<file path="src/cms_seq_map.vh">
/*
 * Constants of the machine-cycle sequencer: instruction classes, machine
 * cycle kinds, state counts per cycle kind, state windows of the bus
 * strobes, and fixed addresses and reset values.
 * Assumes it is included by its bare name from the sequencer source.
 */
`ifndef CMS_SEQ_MAP_VH
`define CMS_SEQ_MAP_VH

// Instruction classes
`define CMS_C_LD_REG      4'h0
`define CMS_C_LD_IMM      4'h1
`define CMS_C_LD_IDX      4'h2
`define CMS_C_LD_PAIR     4'h3
`define CMS_C_PUSH        4'h4
`define CMS_C_COPY        4'h5
`define CMS_C_COPY_REP    4'h6
`define CMS_C_NMI         4'h7
`define CMS_C_INT0_RST    4'h8
`define CMS_C_INT0_CALL   4'h9
`define CMS_C_INT2        4'ha

// Machine cycle kinds
`define CMS_M_NONE        4'h0
`define CMS_M_OPCODE      4'h1
`define CMS_M_OPERAND     4'h2
`define CMS_M_OPER_LOW    4'h3
`define CMS_M_OPER_HIGH   4'h4
`define CMS_M_MEM_READ    4'h5
`define CMS_M_MEM_WRITE   4'h6
`define CMS_M_READ_LOW    4'h7
`define CMS_M_READ_HIGH   4'h8
`define CMS_M_STACK_HIGH  4'h9
`define CMS_M_STACK_LOW   4'ha
`define CMS_M_INTERNAL    4'hb
`define CMS_M_INT_ACK     4'hc

// Minimum clock states per cycle kind
`define CMS_LEN_FETCH     3'h4
`define CMS_LEN_FETCH_EXT 3'h5
`define CMS_LEN_MEM       3'h3
`define CMS_LEN_LONG      3'h5
`define CMS_LEN_ACK       3'h6

// State windows
`define CMS_T_FIRST       3'h1
`define CMS_T_WAIT        3'h2
`define CMS_T_REFRESH     3'h3
`define CMS_T_ACK_REFRESH 3'h5
`define CMS_T_EXTRA       3'h4

// Addresses and reset values
`define CMS_NMI_ADDR      16'h0066
`define CMS_PC_STEP       16'h0001
`define CMS_PC_REWIND     16'h0002
`define CMS_PC_RESET      16'h0000
`define CMS_SP_RESET      16'hffff

`endif

</file>
<file path="src/cms_sequencer.v">
/*
 * Machine-cycle and clock-state sequencer of an 8-bit processor core.
 * Runs the bus cycles of each instruction class, one state per clock,
 * holds program counter and stack pointer, and forms cycle addresses.
 * Assumes decode logic on clk starts it with a class code, and that the
 * wait and data bus pins arrive asynchronously and are resynchronised.
 */
// Behaviour
// - Register-to-register load is one four-state opcode fetch.
// - Immediate load is four-state fetch then three-state operand read.
// - Indexed load: two fetches, displacement read, five-state address cycle, access.
// - Pair load: two fetches, then address operands low byte first.
// - Pair load reads low register data first, then high register data.
// - Push lengthens first cycle by one state, decrementing stack pointer there.
// - Push writes high byte, decrements again, writes low byte; pointer stays there.
// - Single copy: two fetches, read, five-state write stepping the counter; 16 states.
// - Repeating copy, unless last, adds five-state cycle moving program counter back two.
// - Non-final repeat takes 21 states; refetch refreshes and samples requests.
// - Non-maskable response takes 11 states, first a five-state dummy fetch.
// - Non-maskable: counter held, bus byte ignored, restart at 66H.
// - Non-maskable: two cycles after dummy fetch stack the program counter.
// - Mode 0 restart: stack program counter, continue at restart address.
// - Mode 0 call: two target reads low first, then two stack writes.
// - Mode 2: device vector in acknowledge; stack counter in cycles two, three.
// - Mode 2: vector-base and vector point to table read in cycles four, five.
`include "cms_seq_map.vh"
`default_nettype none
module cms_sequencer (
  input  wire        clk,
  input  wire        reset,
  input  wire        start,
  input  wire [3:0]  instr_class,
  input  wire        copy_last,
  input  wire        mode0_call,
  input  wire [15:0] index_register,
  input  wire [15:0] copy_src,
  input  wire [15:0] copy_dst,
  input  wire [15:0] push_pair,
  input  wire [15:0] restart_target,
  input  wire [7:0]  vector_base,
  input  wire        wait_n,
  input  wire [7:0]  data_pin,
  output reg         busy,
  output reg         done,
  output reg  [3:0]  cycle_type,
  output reg  [2:0]  machine_step,
  output reg  [2:0]  tstate,
  output reg  [15:0] address,
  output reg  [15:0] pc,
  output reg  [15:0] stack_pointer,
  output reg  [7:0]  write_data,
  output reg  [15:0] read_word,
  output reg         fetch_cycle_indicator,
  output reg         io_request_strobe,
  output reg         refresh,
  output reg         sample_requests,
  output reg         length_count_step
);

  localparam ST_IDLE = 1'b0;
  localparam ST_RUN  = 1'b1;

  reg        wait_meta;
  reg        wait_sync_n;
  reg [7:0]  data_meta;
  reg [7:0]  data_sync;
  reg [3:0]  cls;
  reg [15:0] work_addr;

  reg        next_busy;
  reg        next_done;
  reg [3:0]  next_cls;
  reg [3:0]  next_type;
  reg [2:0]  next_step;
  reg [2:0]  next_tstate;
  reg [15:0] next_address;
  reg [15:0] next_pc;
  reg [15:0] next_sp;
  reg [15:0] next_work;
  reg [7:0]  next_wdata;
  reg [15:0] next_rword;
  reg        next_sample;
  reg        next_count_step;
  reg        enter;
  reg [7:0]  cur_info;
  reg [7:0]  new_info;
  reg        stall;

  function [7:0] ent;
    input [3:0] kind;
    input [2:0] len;
    begin
      ent = {1'b1, kind, len};
    end
  endfunction

  // Cycle table per class: {valid, kind, minimum states}
  function [7:0] step_info;
    input [3:0] c;
    input [2:0] s;
    input       last;
    reg   [7:0] f4;
    begin
      f4 = ent(`CMS_M_OPCODE, `CMS_LEN_FETCH);
      step_info = 8'h00;
      case (c)
        `CMS_C_LD_REG: if (s == 3'h0) step_info = f4;
        `CMS_C_LD_IMM: case (s)
          3'h0:    step_info = f4;
          3'h1:    step_info = ent(`CMS_M_OPERAND, `CMS_LEN_MEM);
          default: step_info = 8'h00;
        endcase
        `CMS_C_LD_IDX: case (s)
          3'h0, 3'h1: step_info = f4;
          3'h2:    step_info = ent(`CMS_M_OPERAND, `CMS_LEN_MEM);
          3'h3:    step_info = ent(`CMS_M_INTERNAL, `CMS_LEN_LONG);
          3'h4:    step_info = ent(`CMS_M_MEM_READ, `CMS_LEN_MEM);
          default: step_info = 8'h00;
        endcase
        `CMS_C_LD_PAIR: case (s)
          3'h0, 3'h1: step_info = f4;
          3'h2:    step_info = ent(`CMS_M_OPER_LOW, `CMS_LEN_MEM);
          3'h3:    step_info = ent(`CMS_M_OPER_HIGH, `CMS_LEN_MEM);
          3'h4:    step_info = ent(`CMS_M_READ_LOW, `CMS_LEN_MEM);
          3'h5:    step_info = ent(`CMS_M_READ_HIGH, `CMS_LEN_MEM);
          default: step_info = 8'h00;
        endcase
        `CMS_C_PUSH, `CMS_C_NMI: case (s)
          3'h0:    step_info = ent(`CMS_M_OPCODE, `CMS_LEN_FETCH_EXT);
          3'h1:    step_info = ent(`CMS_M_STACK_HIGH, `CMS_LEN_MEM);
          3'h2:    step_info = ent(`CMS_M_STACK_LOW, `CMS_LEN_MEM);
          default: step_info = 8'h00;
        endcase
        `CMS_C_COPY, `CMS_C_COPY_REP: case (s)
          3'h0, 3'h1: step_info = f4;
          3'h2:    step_info = ent(`CMS_M_MEM_READ, `CMS_LEN_MEM);
          3'h3:    step_info = ent(`CMS_M_MEM_WRITE, `CMS_LEN_LONG);
          3'h4:    if (c == `CMS_C_COPY_REP && !last)
                     step_info = ent(`CMS_M_INTERNAL, `CMS_LEN_LONG);
          default: step_info = 8'h00;
        endcase
        `CMS_C_INT0_RST, `CMS_C_INT2: case (s)
          3'h0:    step_info = ent(`CMS_M_INT_ACK, `CMS_LEN_ACK);
          3'h1:    step_info = ent(`CMS_M_STACK_HIGH, `CMS_LEN_MEM);
          3'h2:    step_info = ent(`CMS_M_STACK_LOW, `CMS_LEN_MEM);
          3'h3:    if (c == `CMS_C_INT2) step_info = ent(`CMS_M_READ_LOW, `CMS_LEN_MEM);
          3'h4:    if (c == `CMS_C_INT2) step_info = ent(`CMS_M_READ_HIGH, `CMS_LEN_MEM);
          default: step_info = 8'h00;
        endcase
        `CMS_C_INT0_CALL: case (s)
          3'h0:    step_info = ent(`CMS_M_INT_ACK, `CMS_LEN_ACK);
          3'h1:    step_info = ent(`CMS_M_READ_LOW, `CMS_LEN_MEM);
          3'h2:    step_info = ent(`CMS_M_READ_HIGH, `CMS_LEN_MEM);
          3'h3:    step_info = ent(`CMS_M_STACK_HIGH, `CMS_LEN_MEM);
          3'h4:    step_info = ent(`CMS_M_STACK_LOW, `CMS_LEN_MEM);
          default: step_info = 8'h00;
        endcase
        default: step_info = 8'h00;
      endcase
    end
  endfunction

  always @* begin
    next_busy       = busy;
    next_done       = 1'b0;
    next_cls        = cls;
    next_type       = cycle_type;
    next_step       = machine_step;
    next_tstate     = tstate;
    next_address    = address;
    next_pc         = pc;
    next_sp         = stack_pointer;
    next_work       = work_addr;
    next_wdata      = write_data;
    next_rword      = read_word;
    next_sample     = 1'b0;
    next_count_step = 1'b0;
    enter           = 1'b0;
    new_info        = 8'h00;
    cur_info        = step_info(cls, machine_step, copy_last);
    // Internal cycles never touch the bus, so waits do not stretch them
    stall = (tstate == `CMS_T_WAIT) && !wait_sync_n &&
            (cycle_type != `CMS_M_INTERNAL);
    if (!busy) begin
      if (start) begin
        next_cls  = instr_class;
        next_step = 3'h0;
        next_busy = ST_RUN;
        enter     = 1'b1;
      end
    end else if (!stall && tstate != cur_info[2:0]) begin
      next_tstate = tstate + 3'h1;
      if (cls == `CMS_C_PUSH && cycle_type == `CMS_M_OPCODE &&
          tstate == `CMS_T_EXTRA)
        next_sp = stack_pointer - `CMS_PC_STEP;
    end else if (!stall) begin
      case (cycle_type)
        `CMS_M_OPCODE: begin
          if (cls != `CMS_C_NMI)
            next_pc = pc + `CMS_PC_STEP;
          next_sample = 1'b1;
        end
        `CMS_M_INT_ACK: begin
          next_sample = 1'b1;
          next_work = (cls == `CMS_C_INT2) ? {vector_base, data_sync} : pc;
          if (cls == `CMS_C_INT0_RST && mode0_call)
            next_cls = `CMS_C_INT0_CALL;
        end
        `CMS_M_OPERAND, `CMS_M_OPER_LOW: begin
          next_rword[7:0] = data_sync;
          next_pc = pc + `CMS_PC_STEP;
        end
        `CMS_M_OPER_HIGH: begin
          next_rword[15:8] = data_sync;
          next_work = {data_sync, read_word[7:0]};
          next_pc = pc + `CMS_PC_STEP;
        end
        `CMS_M_MEM_READ, `CMS_M_READ_LOW: next_rword[7:0] = data_sync;
        `CMS_M_READ_HIGH: next_rword[15:8] = data_sync;
        `CMS_M_MEM_WRITE: next_count_step = 1'b1;
        `CMS_M_STACK_HIGH: next_sp = stack_pointer - `CMS_PC_STEP;
        `CMS_M_INTERNAL:
          if (cls == `CMS_C_COPY_REP)
            next_pc = pc - `CMS_PC_REWIND;
        default: next_pc = pc;
      endcase
      new_info = step_info(next_cls, machine_step + 3'h1, copy_last);
      if (new_info[7]) begin
        next_step = machine_step + 3'h1;
        enter     = 1'b1;
      end else begin
        next_busy = 1'b0;
        next_done = 1'b1;
        next_type = `CMS_M_NONE;
        next_tstate = 3'h0;
        case (cls)
          `CMS_C_NMI:       next_pc = `CMS_NMI_ADDR;
          `CMS_C_INT0_RST:  next_pc = restart_target;
          `CMS_C_INT0_CALL,
          `CMS_C_INT2:      next_pc = next_rword;
          default:          next_pc = next_pc;
        endcase
      end
    end
    if (enter) begin
      new_info    = step_info(next_cls, next_step, copy_last);
      next_type   = new_info[6:3];
      next_tstate = `CMS_T_FIRST;
      case (next_type)
        `CMS_M_MEM_READ:
          next_address = (next_cls == `CMS_C_LD_IDX) ? next_work : copy_src;
        `CMS_M_MEM_WRITE: next_address = copy_dst;
        `CMS_M_READ_LOW:  next_address = next_work;
        `CMS_M_READ_HIGH: next_address = next_work + `CMS_PC_STEP;
        `CMS_M_STACK_HIGH: begin
          // Only push predecrements during its stretched fetch
          next_sp = (next_cls == `CMS_C_PUSH) ? next_sp : next_sp - `CMS_PC_STEP;
          next_address = next_sp;
          next_wdata = (next_cls == `CMS_C_PUSH) ? push_pair[15:8] : pc[15:8];
        end
        `CMS_M_STACK_LOW: begin
          next_address = next_sp;
          next_wdata = (next_cls == `CMS_C_PUSH) ? push_pair[7:0] : pc[7:0];
        end
        `CMS_M_INTERNAL: begin
          if (next_cls == `CMS_C_LD_IDX)
            next_work = index_register +
                        {{8{next_rword[7]}}, next_rword[7:0]};
          next_address = address;
        end
        default: next_address = next_pc;
      endcase
    end
  end

  // Fetch indicator and io strobe overlap in ack cycles for the device byte
  always @(posedge clk) begin
    if (reset) begin
      wait_meta             <= 1'b1;
      wait_sync_n           <= 1'b1;
      data_meta             <= 8'h00;
      data_sync             <= 8'h00;
      busy                  <= ST_IDLE;
      done                  <= 1'b0;
      cls                   <= `CMS_C_LD_REG;
      cycle_type            <= `CMS_M_NONE;
      machine_step          <= 3'h0;
      tstate                <= 3'h0;
      address               <= `CMS_PC_RESET;
      pc                    <= `CMS_PC_RESET;
      stack_pointer         <= `CMS_SP_RESET;
      work_addr             <= `CMS_PC_RESET;
      write_data            <= 8'h00;
      read_word             <= 16'h0000;
      fetch_cycle_indicator <= 1'b0;
      io_request_strobe     <= 1'b0;
      refresh               <= 1'b0;
      sample_requests       <= 1'b0;
      length_count_step     <= 1'b0;
    end else begin
      wait_meta             <= wait_n;
      wait_sync_n           <= wait_meta;
      data_meta             <= data_pin;
      data_sync             <= data_meta;
      busy                  <= next_busy;
      done                  <= next_done;
      cls                   <= next_cls;
      cycle_type            <= next_type;
      machine_step          <= next_step;
      tstate                <= next_tstate;
      address               <= next_address;
      pc                    <= next_pc;
      stack_pointer         <= next_sp;
      work_addr             <= next_work;
      write_data            <= next_wdata;
      read_word             <= next_rword;
      fetch_cycle_indicator <= (next_type == `CMS_M_OPCODE && next_tstate != 3'h0 &&
                                next_tstate < `CMS_T_REFRESH) ||
                               (next_type == `CMS_M_INT_ACK &&
                                next_tstate < `CMS_T_ACK_REFRESH);
      io_request_strobe     <= next_type == `CMS_M_INT_ACK &&
                               next_tstate >= `CMS_T_REFRESH &&
                               next_tstate < `CMS_T_ACK_REFRESH;
      refresh               <= (next_type == `CMS_M_OPCODE &&
                                next_tstate >= `CMS_T_REFRESH) ||
                               (next_type == `CMS_M_INT_ACK &&
                                next_tstate >= `CMS_T_ACK_REFRESH);
      sample_requests       <= next_sample;
      length_count_step     <= next_count_step;
    end
  end

endmodule // cms_sequencer
`default_nettype wire

</file>
<file path="config.mk">
export PLATFORM = sky130hd
export DESIGN_NAME = cms_sequencer
export DESIGN_NICKNAME = d
export VERILOG_FILES = /design/src/cms_sequencer.v
export VERILOG_INCLUDE_DIRS = /design/src
export SDC_FILE = /design/constraint.sdc
export NUM_CORES = 1
export LEC_CHECK = 0
export ABC_CLOCK_PERIOD_IN_PS = 10000
export BUFFER_PORTS_ARGS = -buffer_cell sky130_fd_sc_hd__buf_2
export CORE_MARGIN = 1
export CORE_UTILIZATION = 40
export DETAILED_ROUTE_END_ITERATION = 8
export PLACE_DENSITY = 0.6
export SLEW_MARGIN = 0
export SYNTH_ARGS = -nofsm -noshare
export SYNTH_HDL_FRONTEND = slang
export SYNTH_SLANG_ARGS = --single-unit
</file>
<file path="constraint.sdc">
create_clock -name clk -period 10 [get_ports clk]
set_clock_uncertainty 0.05 [all_clocks]
set_input_delay 2 -clock clk [delete_from_list [all_inputs] [get_ports clk]]
set_output_delay 2 -clock clk [all_outputs]
set_load 0.03 [all_outputs]
</file>
==> impl_metrics.py, run 1 <==
metrics = {
    "status": {
        "status": "completed",
    },
    "yosys": {
        "syn_area_per_cell_um2": 7.48,
        "synth-main-ff-cell": "dfxtp_1",
        "synthArstFlopShare": 0,
        "synth_edf_count": 0,
        "yosys_warnings": 0,
        "synth_seq_cells": 127,
        "synth_cell_types": 102,
        "synth_nets": 1531,
        "syn_inst": 1393,
        "synth_area_um2": 10400,
        "synth-seq-area-share": 0.244,
    },
    "global_routing": {
        "grt_pass1_vias": 10200,
        "antenna_found_initial": 0,
        "grt_pass1_wl_um": 59900,
        "grt.overflow.total": 0,
        "grt_max_degree": 67,
        "grt_use_total": 0.293,
    },
    "route": {
        "drtIter0Drc": 1174,
        "drt_pass1_iterations": 6,
        "remaining_drc_errors": 0,
        "wl_per_cell_um": 21.1,
        "num_vias": 11400,
        "drt-total-wl_um": 39400,
        "antenna_left": 0,
        "viasPerCell": 6.08,
    },
    "power_and_ir_drop": {
        "power_uw": 1450,
        "worst_ir_drop_vdd_mv": 0.0678,
        "p_leak_uw": 0.00478,
        "p_per_area_nw_per_um2": 120,
    },
    "final_layout": {
        "n_fill_cell": 2647,
        "area_delta_synth_final_pct": 16.0,
        "fin_cells": 1867,
        "drive_above_1_share": 0.189,
        "regArea_um2": 2540,
        "fin_nets": 1662,
        "mostFrequentLayoutCells": "193 x buf_2, 161 x nand2_1, 157 x nor2_1",
        "n_antenna_cell": 0,
        "final_common_cell": "buf_2",
        "multi_input_area_um2": 7420,
    },
    "clock_network": {
        "cts_setup_buffers": 0,
        "cts.htree.levels": 4,
        "clock_path_buffers": 2,
        "postCtsHoldBufs": 0,
        "root_buffer": "clkbuf_16",
        "clock_sinks": 127,
        "cts.clk_slew.worst_paths_ns": 0.07,
        "clk_latency_ns": 0.43,
        "numCtsBuffers": 17,
        "cts-resized-gates": 0,
        "cts_tree": "yes",
    },
    "timing": {
        "hold_viol": 0,
        "maxSlewHeadroom": 0.296,
        "finalMaxSlewViolations": 0,
        "rsz0062_at_grt": "false",
        "setup_violations": 0,
        "fin_crit_ns": 7.16,
        "period_share": 0.716,
        "fmax_mhz": 140,
        "worstMarginPinSlew_ns": 1.05,
        "finalSetupTns_ns": 0,
    },
    "setup_path": {
        "cp_slowest_cell": "a211oi_1",
        "worst-setup-path-type": "in2reg",
        "cp-start-kind": "primary input",
        "arrival_ns": 7.40,
        "crit_buf_inv": 1,
        "critPathCaptureType": "flop",
        "slowest_delay_ns": 0.49,
        "timing.rr.start": "machine_step[2]$_SDFF_PP0_",
        "path_max_fanout": 8,
        "required_ns": 10.24,
        "path_common_cell": "a21oi_1",
        "critical_path.startpoint": "copy_last",
        "crit_family": "compound AO/OA/AOI/OAI gates",
    },
    "floorplanning": {
        "io_pins": 195,
        "die_h_um": 163,
        "num_rows": 58,
        "initial_utilization": 0.410,
        "die_area_um2": 26700,
        "core_um2": 25400,
        "fp.dieW_um": 163,
    },
    "placement": {
        "place.gp.congestion": 0.989,
        "placedCellCount": 1835,
        "detailed_place_hpwl_um": 30100,
        "port_buffers": 194,
    },
    "flow_run": {
        "cap_violations": 0,
    },
    "min_path": {
        "min_path_type": "reg2reg",
        "min_from": "data_meta[5]$_SDFF_PP0_",
    },
}
## cell families after synthesis
family	Yosys count	synth area share
adders and majority gates	32	0.0391
and+or+nand+nor	591	0.284
DFF	127	0.244
muxes	65	0.0641
AOI/OAI and AO/OA	384	0.255
buffers and inverters	116	0.0465
xor gates and xnor gates	78	0.0670
## final cells by class
class	count	share of cell area
Multi-Input combinational cell	1150	0.614
Sequential cell	127	0.210
Timing Repair Buffer	202	0.0855
Clock buffer	18	0.0363
Tap cell	330	0.0342
Clock inverter	14	0.0119
Inverter	26	0.00807
## where the power goes
part           switching [µW]  internal, µW
clock network             272           358
registers                20.6           519
logic                     184          92.7
total                     477           969
## state kept, by name, indices dropped and copies added, names as in the netlist, 8 cells and up
name / cells
pc: 16
read_word: 16
work_addr: 16
data_meta: 8
data_sync: 8
write_data: 8
stack_pointer: 16
address: 16
## Yosys cell counts, types with 5 or more instances
cell type / count / share of area
ha_1: 31 / 0.037
nand4_1: 14 / 0.0084
nor3b_1: 11 / 0.0079
a32o_1: 10 / 0.0096
nand2_1: 161 / 0.058
a22oi_1: 22 / 0.016
nor3_1: 45 / 0.022
o21bai_1: 15 / 0.011
o22ai_1: 9 / 0.0054
a22o_1: 5 / 0.0042
a21oi_1: 94 / 0.045
nor4_1: 8 / 0.0048
inv_1: 26 / 0.0094
o21ai_1: 14 / 0.0067
a31oi_1: 10 / 0.0060
and4_1: 5 / 0.0042
a21o_1: 14 / 0.010
xor2_1: 26 / 0.022
dfxtp_1: 127 / 0.24
and3_1: 20 / 0.012
nor2_1: 157 / 0.057
buf_2: 24 / 0.012
nor2b_1: 36 / 0.022
a211oi_1: 45 / 0.032
or3_1: 13 / 0.0078
clkbuf_1: 59 / 0.021
nand3_1: 44 / 0.021
mux2i_1: 51 / 0.049
xnor2_1: 50 / 0.042
nand2b_1: 24 / 0.014
o21ai_0: 54 / 0.026
mux2_2: 14 / 0.015
o211ai_1: 20 / 0.014
a221oi_1: 5 / 0.0042
## worst paths after layout
| kind | cells past startpoint | to | slack, ns |
|---|---|---|---|
| min | 1 | data_sync[5]$_SDFF_PP0_ | 0.39 |
| min reg2reg | 1 | data_sync[5]$_SDFF_PP0_ | 0.39 |
| max reg2reg | 28 | work_addr[14]$_SDFF_PP0_ | 2.93 |
| max | 26 | work_addr[14]$_SDFF_PP0_ | 2.84 |
## per-layer routing
layer | vias to the layer above | routed length (µm) | track usage
li1 | 5327 | - | -
met1 | 5390 | 17700 | 0.418
met2 | 573 | 17300 | 0.449
met3 | 60 | 3560 | 0.0508
met4 | 0 | 813 | 0.0811
met5 | - | 0 | 0
## through the flow
| step | hold slack (ns) | cell area, µm² | worst slack (ns) | utilization |
|---|---|---|---|---|
| floorplan | 0.339 | 10400 | 3.42 | - |
| global placement | 0.374 | 11500 | 2.63 | 0.453 |
| detailed placement | 0.373 | 11500 | 2.44 | 0.453 |
| CTS | 0.389 | 12100 | 2.86 | 0.476 |
| global route | 0.410 | 12100 | 2.23 | 0.476 |
| finish | 0.388 | 12100 | 2.84 | 0.476 |
Power figures use the tool's default switching activity.
==> run 2, diff against run 1 <==
--- a/config.mk
+++ b/config.mk
@@ -6,7 +6,7 @@
 export SDC_FILE = /design/constraint.sdc
 export NUM_CORES = 1
 export LEC_CHECK = 0
-export ABC_CLOCK_PERIOD_IN_PS = 10000
+export ABC_CLOCK_PERIOD_IN_PS = 7300
 export BUFFER_PORTS_ARGS = -buffer_cell sky130_fd_sc_hd__buf_2
 export CORE_MARGIN = 1
 export CORE_UTILIZATION = 40
==> constraint.sdc (replaced) <==
create_clock -name clk -period 7.3 [get_ports clk]
set_clock_uncertainty 0.05 [all_clocks]
set_input_delay 1.46 -clock clk [delete_from_list [all_inputs] [get_ports clk]]
set_output_delay 1.46 -clock clk [all_outputs]
set_load 0.03 [all_outputs]
==> run 2 against run 1 <==
Effect of this change: count of clock-buffer cells in the layout shrank 1; sequential cell count is the same; clock power grew 35%; die area is the same; wire length shrank 1.3%; non-clock buffer count grew 8; register-to-register slack lost 2.4 ns; global-route usage shrank 0.47 points; sequential share of layout area shrank 0.089 points; critical endpoint unchanged.
==> impl_metrics.py, run 2 (synthesis gave the netlist of run 1 again) <==
metrics = {
    "floorplanning": {
        "initial_utilization": 0.410,
        "num_rows": 58,
        "die_h_um": 163,
        "core_um2": 25400,
        "fp.dieW_um": 163,
        "die_area_um2": 26700,
        "io_pins": 195,
    },
    "timing": {
        "hold_ws_ns": 0.385,
        "fmax_mhz": 148,
        "worstMarginPinSlew_ns": 1.06,
        "maxSlewHeadroom": 0.288,
        "period_share": 0.924,
        "finalMaxSlewViolations": 0,
        "hold_viol": 0,
        "fin_crit_ns": 6.74,
        "setup_violations": 0,
        "rsz0062_at_grt": "false",
        "finalSetupTns_ns": 0,
    },
    "route": {
        "remaining_drc_errors": 0,
        "antenna_left": 0,
        "num_vias": 11300,
        "drt_pass1_iterations": 6,
        "viasPerCell": 6.02,
        "drtIter0Drc": 1144,
        "drt-total-wl_um": 38900,
        "wl_per_cell_um": 20.7,
    },
    "clock_network": {
        "cts_tree": "yes",
        "numCtsBuffers": 17,
        "root_buffer": "clkbuf_16",
        "cts.htree.levels": 4,
        "clk_latency_ns": 0.44,
        "cts.clk_slew.worst_paths_ns": 0.07,
        "clock_path_buffers": 2,
        "clock_sinks": 127,
    },
    "setup_path": {
        "cp_slowest_cell": "or4b_1",
        "cp-start-kind": "flop",
        "path_common_cell": "a21oi_1",
        "reg2reg_slack_ns": 0.56,
        "r2r_cells": 28,
        "timing.rr.start": "machine_step[0]$_SDFF_PP0_",
        "slowest_delay_ns": 0.55,
        "path_max_fanout": 14,
        "required_ns": 7.55,
        "critPathCaptureType": "flop",
        "rr_endpoint": "work_addr[14]$_SDFF_PP0_",
        "arrival_ns": 6.99,
        "worst-setup-path-type": "reg2reg",
    },
    "placement": {
        "detailed_place_hpwl_um": 29900,
        "place.gp.congestion": 0.962,
        "port_buffers": 194,
        "placedCellCount": 1843,
    },
    "final_layout": {
        "fin_nets": 1670,
        "area_delta_synth_final_pct": 16.6,
        "n_fill_cell": 2657,
        "final_common_cell": "buf_2",
        "drive_above_1_share": 0.195,
        "regArea_um2": 2540,
        "mostFrequentLayoutCells": "193 x buf_2, 160 x nand2_1, 156 x nor2_1",
        "n_antenna_cell": 0,
        "multi_input_area_um2": 7430,
        "fin_cells": 1875,
    },
    "global_routing": {
        "grt_max_degree": 72,
        "grt_use_total": 0.289,
        "grt.overflow.total": 0,
        "grt_pass1_wl_um": 58900,
        "antenna_found_initial": 0,
        "grt_pass1_vias": 10300,
    },
    "power_and_ir_drop": {
        "p_per_area_nw_per_um2": 163,
        "worst_ir_drop_vdd_mv": 0.121,
        "power_uw": 1970,
        "p_leak_uw": 0.00482,
    },
    "status": {
        "status": "completed",
    },
    "min_path": {
        "min_path_type": "reg2reg",
        "min_path_cells": 1,
        "min_from": "wait_meta$_SDFF_PP1_",
        "hold_path_end": "wait_sync_n$_SDFF_PP1_",
    },
    "flow_run": {
        "cap_violations": 0,
    },
}
[run 2: changes by cell type in the layout (fill, tap and decap cells not counted), sizes merged]
cell      change
buf           +8
clkbuf        -1
clkinv        +1
clkinvlp      +1
inv           -1
[run 2: final cells by class]
| cell class | count | share of cell area |
|---|---|---|
| Timing Repair Buffer | 210 | 0.0900 |
| Inverter | 26 | 0.00803 |
| Clock inverter | 15 | 0.0123 |
| Multi-Input combinational cell | 1150 | 0.611 |
| Tap cell | 330 | 0.0340 |
| Clock buffer | 17 | 0.0350 |
| Sequential cell | 127 | 0.209 |
[run 2: stage by stage]
stage                     setup slack (ns)  cell area [µm²]   util
after global placement               0.469            11600  0.455
after detailed placement             0.326            11600  0.455
final                                0.558            12100  0.478
after global routing                0.0593            12100  0.478
after floorplan                      0.998            10400      -
after CTS                            0.365            12100  0.478
[run 2: critical path: cells and delay by family, from the launching register on]
| kind | cells | cell delay, ns |
|---|---|---|
| AO/OA/AOI/OAI | 16 | 2.65 |
| AND/OR/NAND/NOR | 6 | 1.66 |
| adder cells (fa/ha/maj) | 3 | 1.01 |
| flip-flops | 1 | 0.54 |
| multiplexers | 1 | 0.38 |
| buffers and inverters | 1 | 0.18 |
| XOR/XNOR | 1 | 0.08 |
[run 2: worst max path at each step]
stage | startpoint | to | slack (ns)
final | machine_step[0]$_SDFF_PP0_ | work_addr[14]$_SDFF_PP0_ | 0.56
after global routing | machine_step[0]$_SDFF_PP0_ | work_addr[14]$_SDFF_PP0_ | 0.06
after CTS | machine_step[2]$_SDFF_PP0_ | work_addr[14]$_SDFF_PP0_ | 0.37
after detailed placement | copy_last | work_addr[14]$_SDFF_PP0_ | 0.33
after global placement | copy_last | work_addr[14]$_SDFF_PP0_ | 0.47
after floorplan | machine_step[2]$_SDFF_PP0_ | work_addr[14]$_SDFF_PP0_ | 1.0
[run 2: where the power goes]
part / total, µW / internal [µW] / switching (µW)
clock network: 853 / 479 / 375
registers: 737 / 710 / 26.4
logic: 384 / 131 / 253
total: 1970 / 1320 / 654
[run 2: metal layers]
metal,up-vias,part of all wire,GRT usage
li1,5353,-,-
met5,-,0,0
met4,0,0.025,0.101
met2,547,0.44,0.444
met3,69,0.080,0.0361
met1,5327,0.45,0.410
[run 2: timing repair]
item	CTS	global route
setup endpoints to repair	0	2
buffers inserted	0	0
gates resized for setup	0	3
hold buffers	0	0
==> run 3, diff against run 2 <==
--- a/config.mk
+++ b/config.mk
@@ -9,9 +9,11 @@
 export ABC_CLOCK_PERIOD_IN_PS = 7300
 export BUFFER_PORTS_ARGS = -buffer_cell sky130_fd_sc_hd__buf_2
 export CORE_MARGIN = 1
-export CORE_UTILIZATION = 40
+export CORE_UTILIZATION = 57
 export DETAILED_ROUTE_END_ITERATION = 8
-export PLACE_DENSITY = 0.6
+export PLACE_DENSITY = 0.81
+export RECOVER_POWER = 50
+export REMOVE_ABC_BUFFERS = 1
 export SLEW_MARGIN = 0
 export SYNTH_ARGS = -nofsm -noshare
 export SYNTH_HDL_FRONTEND = slang
==> run 3 against run 2 <==
Effect of this change: the flow now finishes with violations (max-capacitance violations, max-slew violations); worst hold slack worse by 0.028 ns; setup slack worse by 0.19 ns; combinational power is 1% lower.
==> impl_metrics.py, run 3 (synthesis gave the netlist of run 1 again) <==
metrics = {
    "global_routing": {
        "grt_pass1_vias": 10400,
        "antenna_found_initial": 0,
        "grt_use_total": 0.398,
        "grt_pass1_wl_um": 56700,
        "grt_max_degree": 80,
        "grt.overflow.total": 0,
    },
    "power_and_ir_drop": {
        "combPwrFrac": 0.184,
        "p_int_uw": 1430,
        "clock_power_share": 0.459,
        "p_leak_uw": 0.00454,
        "power_switching_uw": 636,
        "worst_ir_drop_vdd_mv": 0.176,
        "swShare": 0.308,
        "power_frac_seq": 0.357,
        "p_per_area_nw_per_um2": 172,
    },
    "status": {
        "status": "complete, but fails checks",
        "violations": "max-capacitance violations, max-slew violations",
    },
    "timing": {
        "period_share": 0.950,
        "hold_ws_ns": 0.357,
        "finalMaxSlewViolations": 38,
        "fmax_mhz": 144,
        "worstMarginPinSlew_ns": 1.81,
        "finalSetupTns_ns": 0,
        "hold_viol": 0,
        "setup_violations": 0,
        "fin_crit_ns": 6.93,
        "setup_ws_ns": 0.368,
        "rsz0062_at_grt": "false",
        "maxSlewHeadroom": -0.205,
    },
    "setup_path": {
        "reg2reg_slack_ns": 0.37,
        "crit_family": "compound AO/OA/AOI/OAI gates",
        "critPathCaptureType": "flop",
        "cp-start-kind": "flop",
        "path_common_cell": "a21oi_1",
        "arrival_ns": 7.17,
        "critPathCapture": "work_addr[14]$_SDFF_PP0_",
        "path_max_fanout": 14,
        "worst-setup-path-type": "reg2reg",
        "slowest_delay_ns": 0.55,
        "required_ns": 7.54,
        "crit_buf_inv": 1,
        "timing.rr.start": "machine_step[0]$_SDFF_PP0_",
        "r2r_cells": 28,
        "rr_endpoint": "work_addr[14]$_SDFF_PP0_",
        "cp_num_cells": 28,
        "critical_path.startpoint": "machine_step[0]$_SDFF_PP0_",
        "cp_slowest_cell": "or4b_1",
    },
    "final_layout": {
        "design_area_um2": 12000,
        "area_delta_synth_final_pct": 15.1,
        "fin_nets": 1673,
        "fin_cells": 1776,
        "n_fill_cell": 1650,
        "n_antenna_cell": 0,
        "drive_above_1_share": 0.138,
        "final_common_cell": "nand2_1",
        "mostFrequentLayoutCells": "161 x nand2_1, 157 x nor2_1, 126 x dfxtp_1",
    },
    "placement": {
        "port_buffers": 194,
        "place.gp.congestion": 0.982,
        "place_area_um2": 11500,
        "placedCellCount": 1745,
        "place_ws_ns": 0.252,
        "detailed_place_hpwl_um": 28300,
    },
    "floorplanning": {
        "io_pins": 195,
        "initial_utilization": 0.580,
        "fp.dieW_um": 137,
        "die_area_um2": 18800,
        "core_um2": 18000,
        "num_rows": 49,
        "die_h_um": 137,
    },
    "clock_network": {
        "clock_sinks": 127,
        "clock_path_buffers": 2,
        "numCtsBuffers": 17,
        "root_buffer": "clkbuf_16",
        "postCtsHoldBufs": 0,
        "clk_latency_ns": 0.43,
        "cts_setup_buffers": 0,
        "cts.htree.levels": 4,
        "cts_tree": "yes",
        "cts-resized-gates": 0,
        "cts.clk_slew.worst_paths_ns": 0.07,
    },
    "route": {
        "antenna_left": 0,
        "viasPerCell": 6.53,
        "wl_per_cell_um": 21.4,
        "num_vias": 11600,
        "drt-total-wl_um": 38000,
        "drt_pass1_iterations": 6,
        "drtIter0Drc": 1425,
        "remaining_drc_errors": 0,
    },
    "min_path": {
        "min_path_type": "reg2reg",
    },
    "flow_run": {
        "cap_violations": 1,
    },
}
## run 3: cell types whose count changed in the layout (fill, tap and decap cells not counted), sizes merged
cell,before,now
bufinv,1,4
buf,210,125
inv,34,32
clkinv,4,3
clkbuf,17,106
clkinvlp,2,0
## run 3: worst min path at each step
stage                               startpoint                endpoint  slack (ns)  cells past startpoint
final                     wait_meta$_SDFF_PP1_  wait_sync_n$_SDFF_PP1_        0.36                      1
after global routing      wait_meta$_SDFF_PP1_  wait_sync_n$_SDFF_PP1_        0.39                      1
after CTS                 wait_meta$_SDFF_PP1_  wait_sync_n$_SDFF_PP1_        0.36                      1
after detailed placement  wait_meta$_SDFF_PP1_  wait_sync_n$_SDFF_PP1_        0.35                      1
after global placement    wait_meta$_SDFF_PP1_  wait_sync_n$_SDFF_PP1_        0.34                      1
after floorplan           wait_meta$_SDFF_PP1_  wait_sync_n$_SDFF_PP1_        0.34                      1
## run 3: final cells by class
type,count,area (µm²),share of cell area
inverter,26,97.6,0.00814
tap,229,287,0.0239
clock buffer,18,439,0.0366
sequential,127,2540,0.212
clock inverter,13,201,0.0168
multi-input combinational,1150,7420,0.619
timing repair buffer,213,1000,0.0837
## run 3: power by group through the flow
stage               clock [µW]  sequential, µW  combinational (µW)
floorplan                    0             764                 215
global placement             0             751                 368
detailed placement           0             751                 370
CTS                        944             736                 372
global route               976             739                 406
finish                     946             737                 380
## run 3: layer usage
metal,share of wire,GRT usage,vias to the layer above
met5,0,0,-
li1,-,-,5348
met2,0.45,0.623,755
met3,0.10,0.0732,122
met4,0.043,0.185,0
met1,0.40,0.530,5381
## run 3: worst register-to-register path: cells and delay by family, from the launching register on
kind / cells / cell delay (ns)
AO/OA/AOI/OAI: 16 / 2.83
AND/OR/NAND/NOR: 6 / 1.82
adder cells (fa/ha/maj): 3 / 1.02
flip-flops: 1 / 0.44
multiplexers: 1 / 0.44
buffers and inverters: 1 / 0.14
XOR/XNOR: 1 / 0.08
## run 3: stage by stage
step | total power [µW] | utilization
after floorplan | 979 | -
after global placement | 1120 | 0.638
after detailed placement | 1120 | 0.638
after CTS | 2050 | 0.674
after global routing | 2120 | 0.668
final | 2060 | 0.668
